<file path="config.mk">
export PLATFORM = sky130hd
export DESIGN_NAME = lpw_wake
export DESIGN_NICKNAME = d
export VERILOG_FILES = /design/src/rtl/lpw_pkg.sv /design/src/rtl/lpw_wake.sv
export VERILOG_INCLUDE_DIRS = /design/src /design/src/rtl
export SDC_FILE = /design/constraint.sdc
export NUM_CORES = 1
export LEC_CHECK = 0
export ABC_AREA = 1
export BUFFER_PORTS_ARGS = -buffer_cell sky130_fd_sc_hd__buf_2
export CORE_UTILIZATION = 30
export DETAILED_ROUTE_END_ITERATION = 10
export PLACE_DENSITY = 0.52
export SLEW_MARGIN = 30
export SYNTH_ARGS = -nofsm -noshare
export SYNTH_HDL_FRONTEND = slang
export SYNTH_SLANG_ARGS = --single-unit
export TNS_END_PERCENT = 50
</file>
<file path="constraint.sdc">
create_clock -name ref_clk -period 6.2 [get_ports ref_clk]
set_input_delay 0.93 -clock ref_clk [delete_from_list [all_inputs] [get_ports ref_clk]]
set_output_delay 0.93 -clock ref_clk [all_outputs]
set_load 0.05 [all_outputs]
</file>
<file path="src/rtl/lpw_defines.svh">
// Behaviour
// - Bus wake pattern in sleep: standby, interrupt.
// - Pattern is dominant, recessive, dominant, each filtered.
// - Phases advance unreset; complete on second dominant.
// - Only states longer than filter time count.
// - Select bit 0: hold receive line low.
// - Select bit 1: toggle receive line every period.
// - Normal mode or undervoltage drops wake request.
// - Pattern timeout: wait recessive, then restart.
// - Request after power up, sleep exit, wake.
// - Wake input edge: both, rising or falling.
// - Single edge needs settled opposite level first.
// - Pulse enable set: reject wake pulses shorter than reject time.
// - Pulse mode accepts widths between min and max.
// - Max disable turns pulse into filtered wake.
// - Direction bit picks pulse or filter polarity.
// - Latch wake edge status until software writes 00.
// - Local wake active except normal, listen, failsafe; wakes to standby.
// - Selective wake: frame receiver on, receive line quiet.
// - Selective wake exits only on listed events.
// - Frame or local wake: flag, line low, interrupt.
// - Selective wake needs configured, no error, enable.
// - Fault or overflow clears selective wake enable.
`ifndef LPW_DEFINES_SVH
`define LPW_DEFINES_SVH
// Clock period in nanoseconds.
`define LPW_CLK_NS 10
// Times in nanoseconds.
`define LPW_FILT_NS 1000
`define LPW_TIMEOUT_NS 1000000
`define LPW_TOGGLE_NS 10000
`define LPW_SETTLE_NS 50000
`define LPW_REJECT_NS 1000
`define LPW_PULSE_MAX_NS 100000
// Register offsets.
`define LPW_REG_MODE 8'h10
`define LPW_REG_WAKE 8'h11
`define LPW_REG_RXCFG 8'h12
`define LPW_REG_PULSE 8'h18
`define LPW_REG_FLAGS 8'h20
`define LPW_REG_INTEN 8'h21
`define LPW_REG_SEL_WAKE_CONFIGURED 8'h4F
// Field positions.
`define LPW_SEL_WAKE_ENABLE_BIT 7
`define LPW_RXD_SEL_BIT 2
`define LPW_DIR_BIT 7
`define LPW_PULSE_EN_BIT 6
`define LPW_MAX_DIS_BIT 1
`define LPW_SEL_WAKE_CONFIGURED_BIT 7
`define LPW_SEL_WAKE_ERROR_BIT 0
// Mode command codes.
`define LPW_CMD_STANDBY 3'h1
`define LPW_CMD_NORMAL 3'h2
`define LPW_CMD_LISTEN 3'h3
`define LPW_CMD_SLEEP 3'h4
// Edge selection codes.
`define LPW_EDGE_BOTH 2'h0
`define LPW_EDGE_RISE 2'h1
`define LPW_EDGE_FALL 2'h2
// Flag bit positions.
`define LPW_FL_BUS 0
`define LPW_FL_LOCAL 1
`define LPW_FL_FRAME 2
`define LPW_FL_OVF 3
`define LPW_FL_PWRON 4
`endif

</file>
<file path="src/rtl/lpw_pkg.sv">
package lpw_pkg;
  // Operating modes of the device.
  typedef enum logic [2:0] {
    LPW_SLEEP, LPW_STANDBY, LPW_NORMAL, LPW_LISTEN, LPW_GOSLEEP, LPW_SELWAKE, LPW_FAILSAFE
  } lpw_mode_t;
  // Phases of the bus wake pattern detector.
  typedef enum logic [1:0] {PH_IDLE, PH_DOM1, PH_REC, PH_WAITREC} lpw_phase_t;
  // Whole state of the block.
  typedef struct packed {
    lpw_mode_t mode;
    lpw_phase_t phase;
    logic bus_lvl;
    logic [23:0] bus_cnt;
    logic [23:0] tmo_cnt;
    logic bus_req;
    logic tog;
    logic [23:0] tog_cnt;
    logic wake_lvl;
    logic [23:0] wake_cnt;
    logic [23:0] settle_cnt;
    logic filt_done;
    logic sel_wake_enable;
    logic sw_cfg;
    logic [7:0] wake_cfg;
    logic [7:0] rx_cfg;
    logic [7:0] pulse_cfg;
    logic [4:0] flags;
    logic [4:0] int_en;
    logic rxd;
    logic int_n;
    logic frame_rx_en;
    logic [7:0] rdata;
  } lpw_state_t;
endpackage

</file>
<file path="src/rtl/lpw_wake.sv">
// The implementer's own choices: the placing of the registers and the plain strobed port.
`timescale 1ns/1ps
`include "lpw_defines.svh"
// Every wake time below is a cycle count of ref_clk.
module lpw_wake import lpw_pkg::*; #(
  parameter int FILT_CYC = (`LPW_FILT_NS + `LPW_CLK_NS - 1) / `LPW_CLK_NS,
  parameter int TIMEOUT_CYC = `LPW_TIMEOUT_NS / `LPW_CLK_NS,
  parameter int TOGGLE_CYC = `LPW_TOGGLE_NS / `LPW_CLK_NS,
  parameter int SETTLE_CYC = (`LPW_SETTLE_NS + `LPW_CLK_NS - 1) / `LPW_CLK_NS,
  parameter int REJECT_CYC = (`LPW_REJECT_NS + `LPW_CLK_NS - 1) / `LPW_CLK_NS,
  parameter int PULSE_MAX_CYC = `LPW_PULSE_MAX_NS / `LPW_CLK_NS
) (
  // Clock and reset.
  input wire logic ref_clk,
  input wire logic nrst,
  // Register port.
  input wire logic [7:0] reg_addr,
  input wire logic [7:0] reg_wdata,
  input wire logic reg_wr,
  input wire logic reg_rd,
  output logic [7:0] reg_rdata,
  // Bus side and wake pin.
  input wire logic bus_dominant,
  input wire logic bus_rx,
  input wire logic wake_pin,
  // Frame detection and supervision.
  input wire logic wake_frame,
  input wire logic frame_overflow,
  input wire logic vcc_uv,
  input wire logic fault,
  // Host side.
  output logic rxd,
  output logic interrupt_out_n,
  output logic frame_rx_en
);

  // Counts must fit the 24-bit counters and never be zero.
  if (FILT_CYC < 1 || TIMEOUT_CYC < 1 || TOGGLE_CYC < 1 || SETTLE_CYC < 1 ||
      REJECT_CYC < 1 || PULSE_MAX_CYC <= 4 * REJECT_CYC || TIMEOUT_CYC > 24'hFFFFFF ||
      PULSE_MAX_CYC > 24'hFFFFFF || SETTLE_CYC > 24'hFFFFFF) begin : g_chk
    $error("lpw_wake: cycle count parameters out of range");
  end

  localparam logic [23:0] FILT_C = FILT_CYC[23:0];
  localparam logic [23:0] TMO_C = TIMEOUT_CYC[23:0];
  localparam logic [23:0] TOG_C = TOGGLE_CYC[23:0];
  localparam logic [23:0] SETTLE_C = SETTLE_CYC[23:0];
  localparam logic [23:0] REJECT_C = REJECT_CYC[23:0];
  localparam logic [23:0] PMAX_C = PULSE_MAX_CYC[23:0];

  // Saturating increment so a long idle level never wraps back to zero.
  function automatic logic [23:0] sat_inc(input logic [23:0] v);
    sat_inc = (v == 24'hFFFFFF) ? v : v + 24'h000001;
  endfunction

  // Reject time chosen by the two-bit setting: one to four base units.
  function automatic logic [23:0] reject_of(input logic [1:0] sel);
    reject_of = REJECT_C * ({22'h000000, sel} + 24'h000001);
  endfunction

  // Reset release through two flops; the first is read only by the second.
  logic rst_meta_q;
  logic rst_sync_q;
  always_ff @(posedge ref_clk or negedge nrst) begin
    if (!nrst) begin
      rst_meta_q <= 1'b0;
      rst_sync_q <= 1'b0;
    end else begin
      rst_meta_q <= 1'b1;
      rst_sync_q <= rst_meta_q;
    end
  end

  lpw_state_t s_q; // Registered state.
  lpw_state_t s_d; // Next state.

  // Combinational helpers.
  logic filt_evt; // Bus level has just become filtered.
  logic pat_done; // Whole pattern recognised this cycle.
  logic lw_active; // Local wake logic is listening.
  logic wk_edge; // Wake pin changed this cycle.
  logic wk_rise; // The change was a rising one.
  logic edge_ok; // Edge direction allowed by configuration.
  logic local_wake_event; // Valid local wake this cycle.
  logic [23:0] rej; // Current reject width.
  logic pulse_lvl; // Level that forms a pulse.
  logic wr_mode; // Mode register write.
  logic [2:0] cmd; // Mode command written.
  logic wake_evt; // Any wake out of a low-power mode.

  always_comb begin
    s_d = s_q;
    // Bus level filter: an event once the level has stood longer than the filter time.
    filt_evt = 1'b0;
    pat_done = 1'b0;
    if (bus_dominant != s_q.bus_lvl) begin
      s_d.bus_lvl = bus_dominant;
      s_d.bus_cnt = 24'h000000;
    end else begin
      s_d.bus_cnt = sat_inc(s_q.bus_cnt);
      filt_evt = (s_q.bus_cnt == FILT_C);
    end

    // Pattern detector runs in sleep and selective wake; other traffic leaves phases alone.
    if (s_q.mode == LPW_SLEEP || s_q.mode == LPW_SELWAKE) begin
      if (s_q.phase == PH_DOM1 || s_q.phase == PH_REC) begin
        s_d.tmo_cnt = sat_inc(s_q.tmo_cnt);
      end
      unique case (s_q.phase)
        PH_IDLE: begin
          s_d.tmo_cnt = 24'h000000;
          if (filt_evt && s_q.bus_lvl) begin
            s_d.phase = PH_DOM1;
          end
        end
        PH_DOM1: begin
          if (s_q.tmo_cnt >= TMO_C) begin
            s_d.phase = PH_WAITREC;
          end else if (filt_evt && !s_q.bus_lvl) begin
            s_d.phase = PH_REC;
          end
        end
        PH_REC: begin
          if (s_q.tmo_cnt >= TMO_C) begin
            s_d.phase = PH_WAITREC;
          end else if (filt_evt && s_q.bus_lvl) begin
            pat_done = 1'b1;
            s_d.phase = PH_IDLE;
          end
        end
        PH_WAITREC: begin
          // After a timeout only a fresh recessive rearms the detector.
          if (filt_evt && !s_q.bus_lvl) begin
            s_d.phase = PH_IDLE;
          end
        end
      endcase
    end else begin
      s_d.phase = PH_IDLE;
      s_d.tmo_cnt = 24'h000000;
    end

    // Local wake on the wake pin.
    lw_active = (s_q.mode == LPW_SLEEP || s_q.mode == LPW_STANDBY ||
                 s_q.mode == LPW_GOSLEEP || s_q.mode == LPW_SELWAKE);
    wk_edge = (wake_pin != s_q.wake_lvl);
    wk_rise = wake_pin;
    rej = reject_of(s_q.wake_cfg[3:2]);
    pulse_lvl = s_q.rx_cfg[`LPW_DIR_BIT];
    local_wake_event = 1'b0;
    unique case (s_q.wake_cfg[7:6])
      `LPW_EDGE_RISE: edge_ok = wk_rise && s_q.settle_cnt >= SETTLE_C;
      `LPW_EDGE_FALL: edge_ok = !wk_rise && s_q.settle_cnt >= SETTLE_C;
      default: edge_ok = 1'b1;
    endcase
    if (wk_edge) begin
      s_d.wake_lvl = wake_pin;
      s_d.wake_cnt = 24'h000000;
      s_d.settle_cnt = 24'h000000;
      s_d.filt_done = 1'b0;
      // Edge status latches in any mode; a clear in the same cycle keeps only this edge's bit.
      s_d.wake_cfg[5:4] = s_q.wake_cfg[5:4] | {wk_rise, !wk_rise};
    end else begin
      s_d.wake_cnt = sat_inc(s_q.wake_cnt);
      s_d.settle_cnt = sat_inc(s_q.settle_cnt);
    end
    if (lw_active) begin
      if (!s_q.rx_cfg[`LPW_PULSE_EN_BIT]) begin
        local_wake_event = wk_edge && edge_ok;
      end else if (s_q.pulse_cfg[`LPW_MAX_DIS_BIT]) begin
        // Filtered wake: level held past the minimum width wakes at once.
        local_wake_event = !wk_edge && s_q.wake_lvl == pulse_lvl && !s_q.filt_done &&
              s_q.wake_cnt == rej;
        if (local_wake_event) begin
          s_d.filt_done = 1'b1;
        end
      end else begin
        // Pulse wake: judged on the trailing edge by the pulse's width.
        local_wake_event = wk_edge && s_q.wake_lvl == pulse_lvl && s_q.wake_cnt >= rej &&
              s_q.wake_cnt <= PMAX_C;
      end
    end

    // Register writes.
    wr_mode = reg_wr && reg_addr == `LPW_REG_MODE;
    cmd = reg_wdata[2:0];
    if (reg_wr) begin
      unique case (reg_addr)
        `LPW_REG_MODE: s_d.sel_wake_enable = reg_wdata[`LPW_SEL_WAKE_ENABLE_BIT];
        `LPW_REG_WAKE: begin
          s_d.wake_cfg[7:6] = reg_wdata[7:6];
          s_d.wake_cfg[3:2] = reg_wdata[3:2];
          if (reg_wdata[5:4] == 2'h0) begin
            s_d.wake_cfg[5:4] = wk_edge ? {wk_rise, !wk_rise} : 2'h0;
          end
        end
        `LPW_REG_RXCFG: s_d.rx_cfg = reg_wdata;
        `LPW_REG_PULSE: s_d.pulse_cfg = reg_wdata;
        `LPW_REG_FLAGS: s_d.flags = s_q.flags & ~reg_wdata[4:0];
        `LPW_REG_INTEN: s_d.int_en = reg_wdata[4:0];
        `LPW_REG_SEL_WAKE_CONFIGURED: s_d.sw_cfg = reg_wdata[`LPW_SEL_WAKE_CONFIGURED_BIT];
        default: ;
      endcase
    end

    // Mode sequencing.
    wake_evt = 1'b0;
    unique case (s_q.mode)
      LPW_GOSLEEP: begin
        s_d.settle_cnt = 24'h000000; // Settling restarts at sleep entry.
        if (s_q.sw_cfg && !s_q.flags[`LPW_FL_OVF] && s_q.sel_wake_enable) begin
          s_d.mode = LPW_SELWAKE;
        end else begin
          s_d.mode = LPW_SLEEP;
        end
      end
      LPW_SLEEP: begin
        if (pat_done || local_wake_event) begin
          s_d.mode = LPW_STANDBY;
          wake_evt = 1'b1;
        end
      end
      LPW_SELWAKE: begin
        if (frame_overflow) begin
          s_d.mode = LPW_SLEEP;
        end else if (wake_frame || local_wake_event) begin
          s_d.mode = LPW_STANDBY;
          wake_evt = 1'b1;
        end
      end
      LPW_STANDBY: begin
        if (local_wake_event) begin
          wake_evt = 1'b1;
        end
      end
      default: ;
    endcase
    if (wr_mode) begin
      unique case (cmd)
        `LPW_CMD_STANDBY: s_d.mode = LPW_STANDBY;
        `LPW_CMD_NORMAL: s_d.mode = LPW_NORMAL;
        `LPW_CMD_LISTEN: s_d.mode = LPW_LISTEN;
        `LPW_CMD_SLEEP: s_d.mode = LPW_GOSLEEP;
        default: ;
      endcase
    end
    if (fault) begin
      s_d.mode = LPW_FAILSAFE;
      s_d.sel_wake_enable = 1'b0;
    end
    if (s_q.mode == LPW_SELWAKE && frame_overflow) begin
      s_d.sel_wake_enable = 1'b0;
    end

    // Wake flags; a hardware set wins over a software clear.
    if (pat_done && s_q.mode == LPW_SLEEP) begin
      s_d.flags[`LPW_FL_BUS] = 1'b1;
    end
    if (local_wake_event) begin
      s_d.flags[`LPW_FL_LOCAL] = 1'b1;
    end
    if (s_q.mode == LPW_SELWAKE && wake_frame) begin
      s_d.flags[`LPW_FL_FRAME] = 1'b1;
    end
    if (s_q.mode == LPW_SELWAKE && frame_overflow) begin
      s_d.flags[`LPW_FL_OVF] = 1'b1;
    end

    // Bus wake request on the receive line.
    if (wake_evt) begin
      s_d.bus_req = 1'b1;
    end else if (wr_mode && cmd == `LPW_CMD_STANDBY) begin
      s_d.bus_req = 1'b0;
    end
    if ((wr_mode && (cmd == `LPW_CMD_NORMAL || cmd == `LPW_CMD_LISTEN)) || vcc_uv) begin
      s_d.bus_req = 1'b0;
    end
    if (s_d.bus_req && !s_q.bus_req) begin
      s_d.tog = 1'b0;
      s_d.tog_cnt = 24'h000000;
    end else if (s_q.tog_cnt >= TOG_C - 24'h000001) begin
      s_d.tog = !s_q.tog;
      s_d.tog_cnt = 24'h000000;
    end else begin
      s_d.tog_cnt = s_q.tog_cnt + 24'h000001;
    end
    if (s_q.mode == LPW_NORMAL || s_q.mode == LPW_LISTEN) begin
      s_d.rxd = bus_rx;
    end else if (s_q.bus_req) begin
      s_d.rxd = s_q.rx_cfg[`LPW_RXD_SEL_BIT] ? s_q.tog : 1'b0;
    end else begin
      s_d.rxd = 1'b1;
    end
    s_d.frame_rx_en = (s_q.mode == LPW_SELWAKE);
    s_d.int_n = ~|(s_q.flags & s_q.int_en);

    // Read data stands in the cycle after the strobe.
    s_d.rdata = 8'h00;
    if (reg_rd) begin
      unique case (reg_addr)
        `LPW_REG_MODE: s_d.rdata = {s_q.sel_wake_enable, 4'h0, s_q.mode};
        `LPW_REG_WAKE: s_d.rdata = {s_q.wake_cfg[7:2], 2'h0};
        `LPW_REG_RXCFG: s_d.rdata = s_q.rx_cfg;
        `LPW_REG_PULSE: s_d.rdata = s_q.pulse_cfg;
        `LPW_REG_FLAGS: s_d.rdata = {3'h0, s_q.flags};
        `LPW_REG_INTEN: s_d.rdata = {3'h0, s_q.int_en};
        `LPW_REG_SEL_WAKE_CONFIGURED: s_d.rdata = {s_q.sw_cfg, 6'h00, s_q.flags[`LPW_FL_OVF]};
        default: s_d.rdata = 8'h00;
      endcase
    end
  end

  // State register; power up lands in standby with the request active.
  always_ff @(posedge ref_clk or negedge rst_sync_q) begin
    if (!rst_sync_q) begin
      s_q <= '{mode: LPW_STANDBY, phase: PH_IDLE, bus_lvl: 1'b0, bus_cnt: 24'h000000,
               tmo_cnt: 24'h000000, bus_req: 1'b1, tog: 1'b0, tog_cnt: 24'h000000,
               wake_lvl: 1'b0, wake_cnt: 24'h000000, settle_cnt: 24'h000000,
               filt_done: 1'b0, sel_wake_enable: 1'b0, sw_cfg: 1'b0, wake_cfg: 8'h00,
               rx_cfg: 8'h00, pulse_cfg: 8'h00, flags: 5'h10, int_en: 5'h00,
               rxd: 1'b1, int_n: 1'b1, frame_rx_en: 1'b0, rdata: 8'h00};
    end else begin
      s_q <= s_d;
    end
  end

  assign reg_rdata = s_q.rdata;
  assign rxd = s_q.rxd;
  assign interrupt_out_n = s_q.int_n;
  assign frame_rx_en = s_q.frame_rx_en;
endmodule

</file>
==> results.sh, run 1 <==
export IMPL_rows=66
export IMPL_worst_slew_pin_slew_ns=0.894
export IMPL_worst_r2r_setup_slack_ns=2.97
export IMPL_async_reset_ff_share_pct=100
export IMPL_drt_wirelength_per_cell_um=14.4
export IMPL_firstDrtPassIters=6
export IMPL_diodes=0
export IMPL_routed_wl_um=26300
export IMPL_vias=8821
export IMPL_fin_worst_skew_ns=0.0111
export IMPL_syn_area_per_cell_um2=7.69
export IMPL_whs_ns=0.257
export IMPL_ff2ff_path_depth=14
export IMPL_slew_headroom_pct=40.2
export IMPL_gp_congestion=0.883
export IMPL_worstHoldPathType="input port to asynchronous set/reset pin"
export IMPL_ys_seq_area_share_pct=43.7
export IMPL_root_buffer="clkbuf_16"
export IMPL_portBuffers=37
export IMPL_die_area_um2=34600
export IMPL_clock_latency_ns=0.44
export IMPL_rsz0062_at_grt="false"
export IMPL_grtUsageTotal_pct=16.2
export IMPL_cp_max_fo=22
export IMPL_numCtsBuffers=17
export IMPL_initial_core_util_pct=30.9
export IMPL_antenna_found_initial=2
export IMPL_p_leak_nw=5.11
export IMPL_tns_ns=0
export IMPL_power_density_nw_per_um2=230
export IMPL_status="finished clean"
export IMPL_drive_gt1_share_pct=8.70
export IMPL_post_dp_hpwl_um=19700
export IMPL_cts_tree="yes"
export IMPL_synth_edf_count=0
export IMPL_finalCritPeriodShare_pct=56.1
export IMPL_grt_start_max_net_pins=64
export IMPL_maxCapViolCount=0
export IMPL_synth_cell_area_um2=10100
export IMPL_cts_resized=0
export IMPL_power_w=0.00263
export IMPL_grt_pass1_vias=8598
export IMPL_cp_end_kind="flip-flop"
export IMPL_hold_viol=0
export IMPL_critPathArrivalTime_ns=3.81
export IMPL_grt_overflow_total=0
export IMPL_post_cts_setup_buffers=0
export IMPL_fin_crit_ns=3.48
export IMPL_fin_nets=1423
export IMPL_postLayoutCoreUtil_pct=34.8
export IMPL_synth_ff_type="dfrtp_1"
export IMPL_fp_dieH_um=186
export IMPL_htree_levels=4
export IMPL_drc=0
export IMPL_ant_nets=0
export IMPL_ys_warn_count=0
export IMPL_clockBufferDepth=2
export IMPL_grt_pass1_wl_um=43900
export IMPL_fp_coreArea_um2=32900
export IMPL_netlist_instances=1319
export IMPL_start_kind="input port"
export IMPL_synth_cell_types=54
export IMPL_cts_hold_buffers_added=0
export IMPL_path_clk_slew_ns=0.07
export IMPL_slew_viol_final=0
export IMPL_dr_first_iter_drc_count=641
export IMPL_synth_seq_cells=177
export IMPL_ir_drop_mv=0.213
export IMPL_numClockSinks=177
export IMPL_syn_to_final_growth_pct=12.7
export IMPL_crit_required_ns=6.53
export IMPL_viasPerCell=4.84
export IMPL_crit_type="input port to flip-flop"
export IMPL_max_freq_mhz=287
export IMPL_worstReg2RegStart="s_q[96]"
export IMPL_setup_viol=0
export IMPL_chipWidth_um=186
export IMPL_pin_count=38
export IMPL_r2r_end="s_q[98]"
[routing by layer]
metal | GRT usage, % | part of all wire, % | up-vias
met1 | 21.2 | 47 | 4148
met4 | 4.20 | 1.4 | 4
li1 | - | - | 4437
met3 | 3.29 | 3.7 | 33
met2 | 27.0 | 48 | 199
met5 | 0 | 0.095 | -
[stage by stage]
stage | setup slack (ns) | instances | area, um2
5_1_grt | 2.48 | 1822 | 11400
3_5_place_dp | 2.30 | 1790 | 10800
6_report | 2.72 | 1822 | 11400
2_1_floorplan | 0.911 | 1332 | 10200
3_3_place_gp | 2.40 | 1790 | 10800
4_1_cts | 2.76 | 1822 | 11400
[Yosys cell counts (4+ instances only)]
| cell type | instances | share of area (%) |
|---|---|---|
| a221oi_1 | 7 | 0.60 |
| inv_1 | 200 | 7.4 |
| nor3_1 | 60 | 3.0 |
| nor4_1 | 28 | 1.7 |
| inv_2 | 4 | 0.15 |
| dfstp_2 | 5 | 1.3 |
| a21oi_1 | 57 | 2.8 |
| clkbuf_1 | 12 | 0.44 |
| xnor2_1 | 4 | 0.35 |
| a211oi_1 | 11 | 0.81 |
| o21ai_0 | 67 | 3.3 |
| o21ai_1 | 11 | 0.54 |
| o21ai_2 | 12 | 1.0 |
| buf_4 | 9 | 0.67 |
| nor2_2 | 4 | 0.25 |
| xor2_1 | 26 | 2.2 |
| ha_1 | 29 | 3.6 |
| nor2_1 | 167 | 6.2 |
| o21a_1 | 10 | 0.74 |
| o22ai_1 | 10 | 0.62 |
| nand4_1 | 40 | 2.5 |
| nand3_1 | 68 | 3.4 |
| mux2_2 | 6 | 0.67 |
| nand2_1 | 249 | 9.2 |
| dfrtp_1 | 172 | 42 |
| a31oi_1 | 7 | 0.43 |
[cell usage in the layout (no fill, tap or decap), drive strengths merged, types with 15 or more instances in the layout]
master  netlist  routed
inv         206     212
o21ai        90      90
a21oi        57      57
clkbuf       12      18
nand4        40      40
xor2         26      26
nor3         61      61
nand2       252     252
dfrtp       172     172
nor4         30      30
ha           29      29
buf          12      40
nand3        69      69
nor2        172     172
conb          2      15
[area by class of cell]
type	instances	area (um2)
Inverter	208	786
Fill cell	3544	21400
Tap cell	442	553
Sequential cell	177	4440
Timing Repair Buffer	40	208
Clock buffer	18	439
Multi-Input combinational cell	923	4840
Clock inverter	14	169
[sequential cells by signal, indices dropped and copies added (netlist names)]
signal,cells
frame_rx_en,1
rxd,1
rst_sync_q,1
reg_rdata,8
s_q,163
interrupt_out_n,1
rst_meta_q,1
pulse_lvl,1
[critical path, stage by stage]
cell and delay [ns]:
buf_2 0.12, inv_1 0.07, ha_1 0.74, inv_1 0.48, nor3_1 0.28, nand2_1 0.08, nor2_1 0.16, nor2_1 0.05
nand2_1 0.13, nand2_1 0.13, nand2_1 0.08, nand2_1 0.07, nand3_1 0.12, nand3_2 0.11, nand2_2 0.18, nor2_1 0.06
[how the worst max path moves through the flow]
stage	from	endpoint	slack, ns
after global placement	wake_pin	s_q[106]	2.40
final	wake_pin	s_q[98]	2.72
after floorplan	rst_sync_q	frame_rx_en	0.91
after detailed placement	wake_pin	s_q[98]	2.30
after global routing	wake_pin	s_q[98]	2.48
after CTS	wake_pin	s_q[98]	2.76
[logic make-up (layout without fill, tap and decap cells)]
group | after synthesis | in the layout | synth area share, %
xor gates and xnor gates | 31 | 31 | 2.75
buffers and inverters | 232 | 280 | 9.13
other | 2 | 15 | 0.0740
AOI/OAI and AO/OA | 209 | 209 | 12.4
and+or+nand+nor | 633 | 633 | 27.7
muxes | 6 | 6 | 0.666
adders and majority gates | 29 | 29 | 3.58
DFF | 177 | 177 | 43.7
[report_power, final]
part           internal [W]  leakage, nW  switching (W)
logic             0.0000842         2.51       0.000198
registers           0.00120         2.30      0.0000368
clock network      0.000588        0.298       0.000531
(Power assumes the default switching activity.)
==> run 2: changes to the inputs <==
- ABC_AREA: 1 -> 0
- clock period: 6.2 -> 3.6 ns (I/O delays scaled with it)
==> results.sh, run 2 <==
export IMPL_status="finished clean"
export IMPL_postLayoutCoreUtil_pct=35.0
export IMPL_multi_input_area_um2=4550
export IMPL_power_density_nw_per_um2=422
export IMPL_fp_dieH_um=177
export IMPL_setup_viol=0
export IMPL_vias=6928
export IMPL_synth_seq_cells=177
export IMPL_drive_gt1_share_pct=9.58
export IMPL_die_area_um2=31400
export IMPL_tns_ns=0
export IMPL_netlist_instances=955
export IMPL_rsz0062_at_grt="false"
export IMPL_synth_cell_area_um2=9220
export IMPL_ys_seq_area_share_pct=48.1
export IMPL_fin_worst_skew_ns=0.00880
export IMPL_pin_count=38
export IMPL_max_freq_mhz=313
export IMPL_top_usage_layer="met2"
export IMPL_start_kind="flip-flop"
export IMPL_pwr_share_seq_pct=48.2
export IMPL_ant_nets=0
export IMPL_final_area_um2=10500
export IMPL_regMostFlops="s_q"
export IMPL_cp_end_kind="flip-flop"
export IMPL_finalCritPeriodShare_pct=88.9
export IMPL_post_cts_setup_buffers=0
export IMPL_rows=63
export IMPL_p_sw_share_pct=26.8
export IMPL_path_clk_slew_ns=0.07
export IMPL_hold_viol=0
export IMPL_dpl_cell_area_um2=9880
export IMPL_grt_pass1_wl_um=34600
export IMPL_syn_to_final_growth_pct=13.8
export IMPL_root_buffer="clkbuf_16"
export IMPL_gp_congestion=0.835
export IMPL_clkPwrFrac_pct=41.6
export IMPL_clockBufferDepth=2
export IMPL_maxCapViolCount=0
export IMPL_post_dp_hpwl_um=14400
export IMPL_worst_slew_pin_slew_ns=0.889
export IMPL_diodes=0
export IMPL_grt_pass1_vias=6650
export IMPL_chipWidth_um=177
export IMPL_slew_viol_final=0
export IMPL_synth_area_top_cells="dfrtp_1 47%, nor2_1 5.3%, xnor2_1 4.6%"
export IMPL_largest_register_ff_count=163
export IMPL_crit_required_ns=3.89
export IMPL_grt_overflow_total=0
export IMPL_fin_crit_ns=3.20
export IMPL_viasPerCell=4.94
export IMPL_clock_latency_ns=0.43
export IMPL_synth_edf_count=0
export IMPL_synth_ff_type="dfrtp_1"
export IMPL_worstHoldPathType="flip-flop to asynchronous set/reset pin"
export IMPL_numCtsBuffers=17
export IMPL_htree_levels=4
export IMPL_synth_largest_area_cell="dfrtp_1"
export IMPL_switchingPower_w=0.00119
export IMPL_seq_area_um2=4440
export IMPL_fp_coreArea_um2=30000
export IMPL_ys_top_cells_by_count="172 x dfrtp_1, 129 x nor2_1, 81 x nand2_1, 48 x xnor2_1, 45 x a21oi_1"
export IMPL_critPathArrivalTime_ns=3.49
export IMPL_fin_nets=1057
export IMPL_drt_wirelength_per_cell_um=14.7
export IMPL_yosysMostFrequentCell="dfrtp_1"
export IMPL_cp_max_fo=12
export IMPL_firstDrtPassIters=5
export IMPL_drc=0
export IMPL_synth_cell_types=68
export IMPL_mostFrequentLayoutCell="dfrtp_1"
export IMPL_grt_start_max_net_pins=67
export IMPL_slew_headroom_pct=40.7
export IMPL_pwr_share_comb_pct=10.2
export IMPL_yosys_area_top_type_share_pct=46.7
export IMPL_antenna_found_initial=1
export IMPL_p_int_w=0.00324
export IMPL_initial_core_util_pct=30.8
export IMPL_portBuffers=37
export IMPL_ir_drop_mv=0.343
export IMPL_final_cell_mix="171 x dfrtp_1, 129 x nor2_1, 81 x nand2_1"
export IMPL_dr_first_iter_drc_count=467
export IMPL_grtUsageTotal_pct=13.8
export IMPL_async_reset_ff_share_pct=100
export IMPL_final_fill_count=3089
export IMPL_syn_area_per_cell_um2=9.66
export IMPL_p_leak_nw=4.45
export IMPL_ys_warn_count=0
export IMPL_grt_use_met1_pct=20.1
export IMPL_crit_type="flip-flop to flip-flop"
export IMPL_numClockSinks=177
export IMPL_cts_tree="yes"
export IMPL_met2_usage_pct=20.5
export IMPL_grt_use_met3_pct=2.91
export IMPL_routed_wl_um=20600
run 2: cell count changes after synthesis, moves of 26 or more:
| cell | change |
|---|---|
| inv_1 | -170 |
| nand2_1 | -168 |
| o21ai_0 | -53 |
| xnor2_1 | +44 |
| nor2_1 | -38 |
| nor3_1 | -36 |
| mux2_1 | +26 |
run 2: worst max-delay path, cell delays in order (launching register included):
cell and delay (ns):
dfrtp_1 0.47, inv_1 0.10, ha_1 0.20, xor2_1 0.14
ha_1 0.31, nand4_1 0.11, or3_1 0.40, or3_1 0.38
o31ai_1 0.26, o32ai_1 0.23, o32ai_2 0.13, buf_4 0.22
a21oi_1 0.10
run 2: logic make-up (layout without fill, tap and decap cells):
| group | Yosys count | after routing | synth area share, % |
|---|---|---|---|
| compound gates | 127 | 127 | 8.87 |
| flops | 177 | 177 | 48.1 |
| other cells | 2 | 15 | 0.0814 |
| mux | 33 | 33 | 3.96 |
| xor+xnor | 87 | 87 | 8.26 |
| fa+ha+maj | 29 | 29 | 3.93 |
| simple gates | 432 | 432 | 23.7 |
| buf+inv | 68 | 113 | 3.12 |
run 2: layout make-up:
class                   count  area share [%]
multi-input cells         723            43.3
flip-flops and latches    177            42.3
well taps                 390            4.65
clock buffers              21            4.58
repair buffers             51            3.10
inverters                  31            1.11
clock inverters            10           0.954
run 2: metrics by stage:
stage                     hold WS [ns]  instances  power, W  setup WS, ns
after detailed placement         0.326       1370   0.00263         0.404
after floorplan                  0.244        968   0.00246         0.644
after global placement           0.326       1370   0.00262         0.434
after global routing             0.260       1403   0.00464        0.0833
after CTS                        0.251       1402   0.00449         0.377
final                            0.255       1403   0.00443         0.401
run 2: what timing repair did:
item	in CTS	in global routing
hold buffers	1	0
hold endpoints to repair	2	0
resized for setup	0	0
run 2: worst paths after layout:
check                      endpoint          from  slack (ns)  depth (start not counted)
setup / recovery           s_q[103]       s_q[40]        0.40                         12
hold / removal             s_q[159]    rst_sync_q        0.26                          0
setup reg to reg           s_q[103]       s_q[40]        0.40                         12
hold reg to reg            s_q[159]    rst_sync_q        0.26                          0
max in group asynchronous  s_q[174]    rst_sync_q        2.32                          2
min in group ref_clk       s_q[171]  bus_dominant        0.27                          1
run 2: power groups by stage:
stage	clock network, W	registers, W	logic, W
after floorplan	0	0.00217	0.000284
after global placement	0	0.00218	0.000447
after detailed placement	0	0.00218	0.000447
after CTS	0.00190	0.00214	0.000450
after global routing	0.00197	0.00214	0.000523
final	0.00184	0.00213	0.000453
run 2: metal layers:
| layer | up-vias | share of wire, % |
|---|---|---|
| li1 | 3437 | - |
| met1 | 3400 | 50 |
| met2 | 74 | 45 |
| met3 | 15 | 3.3 |
| met4 | 2 | 0.92 |
| met5 | - | 0.063 |
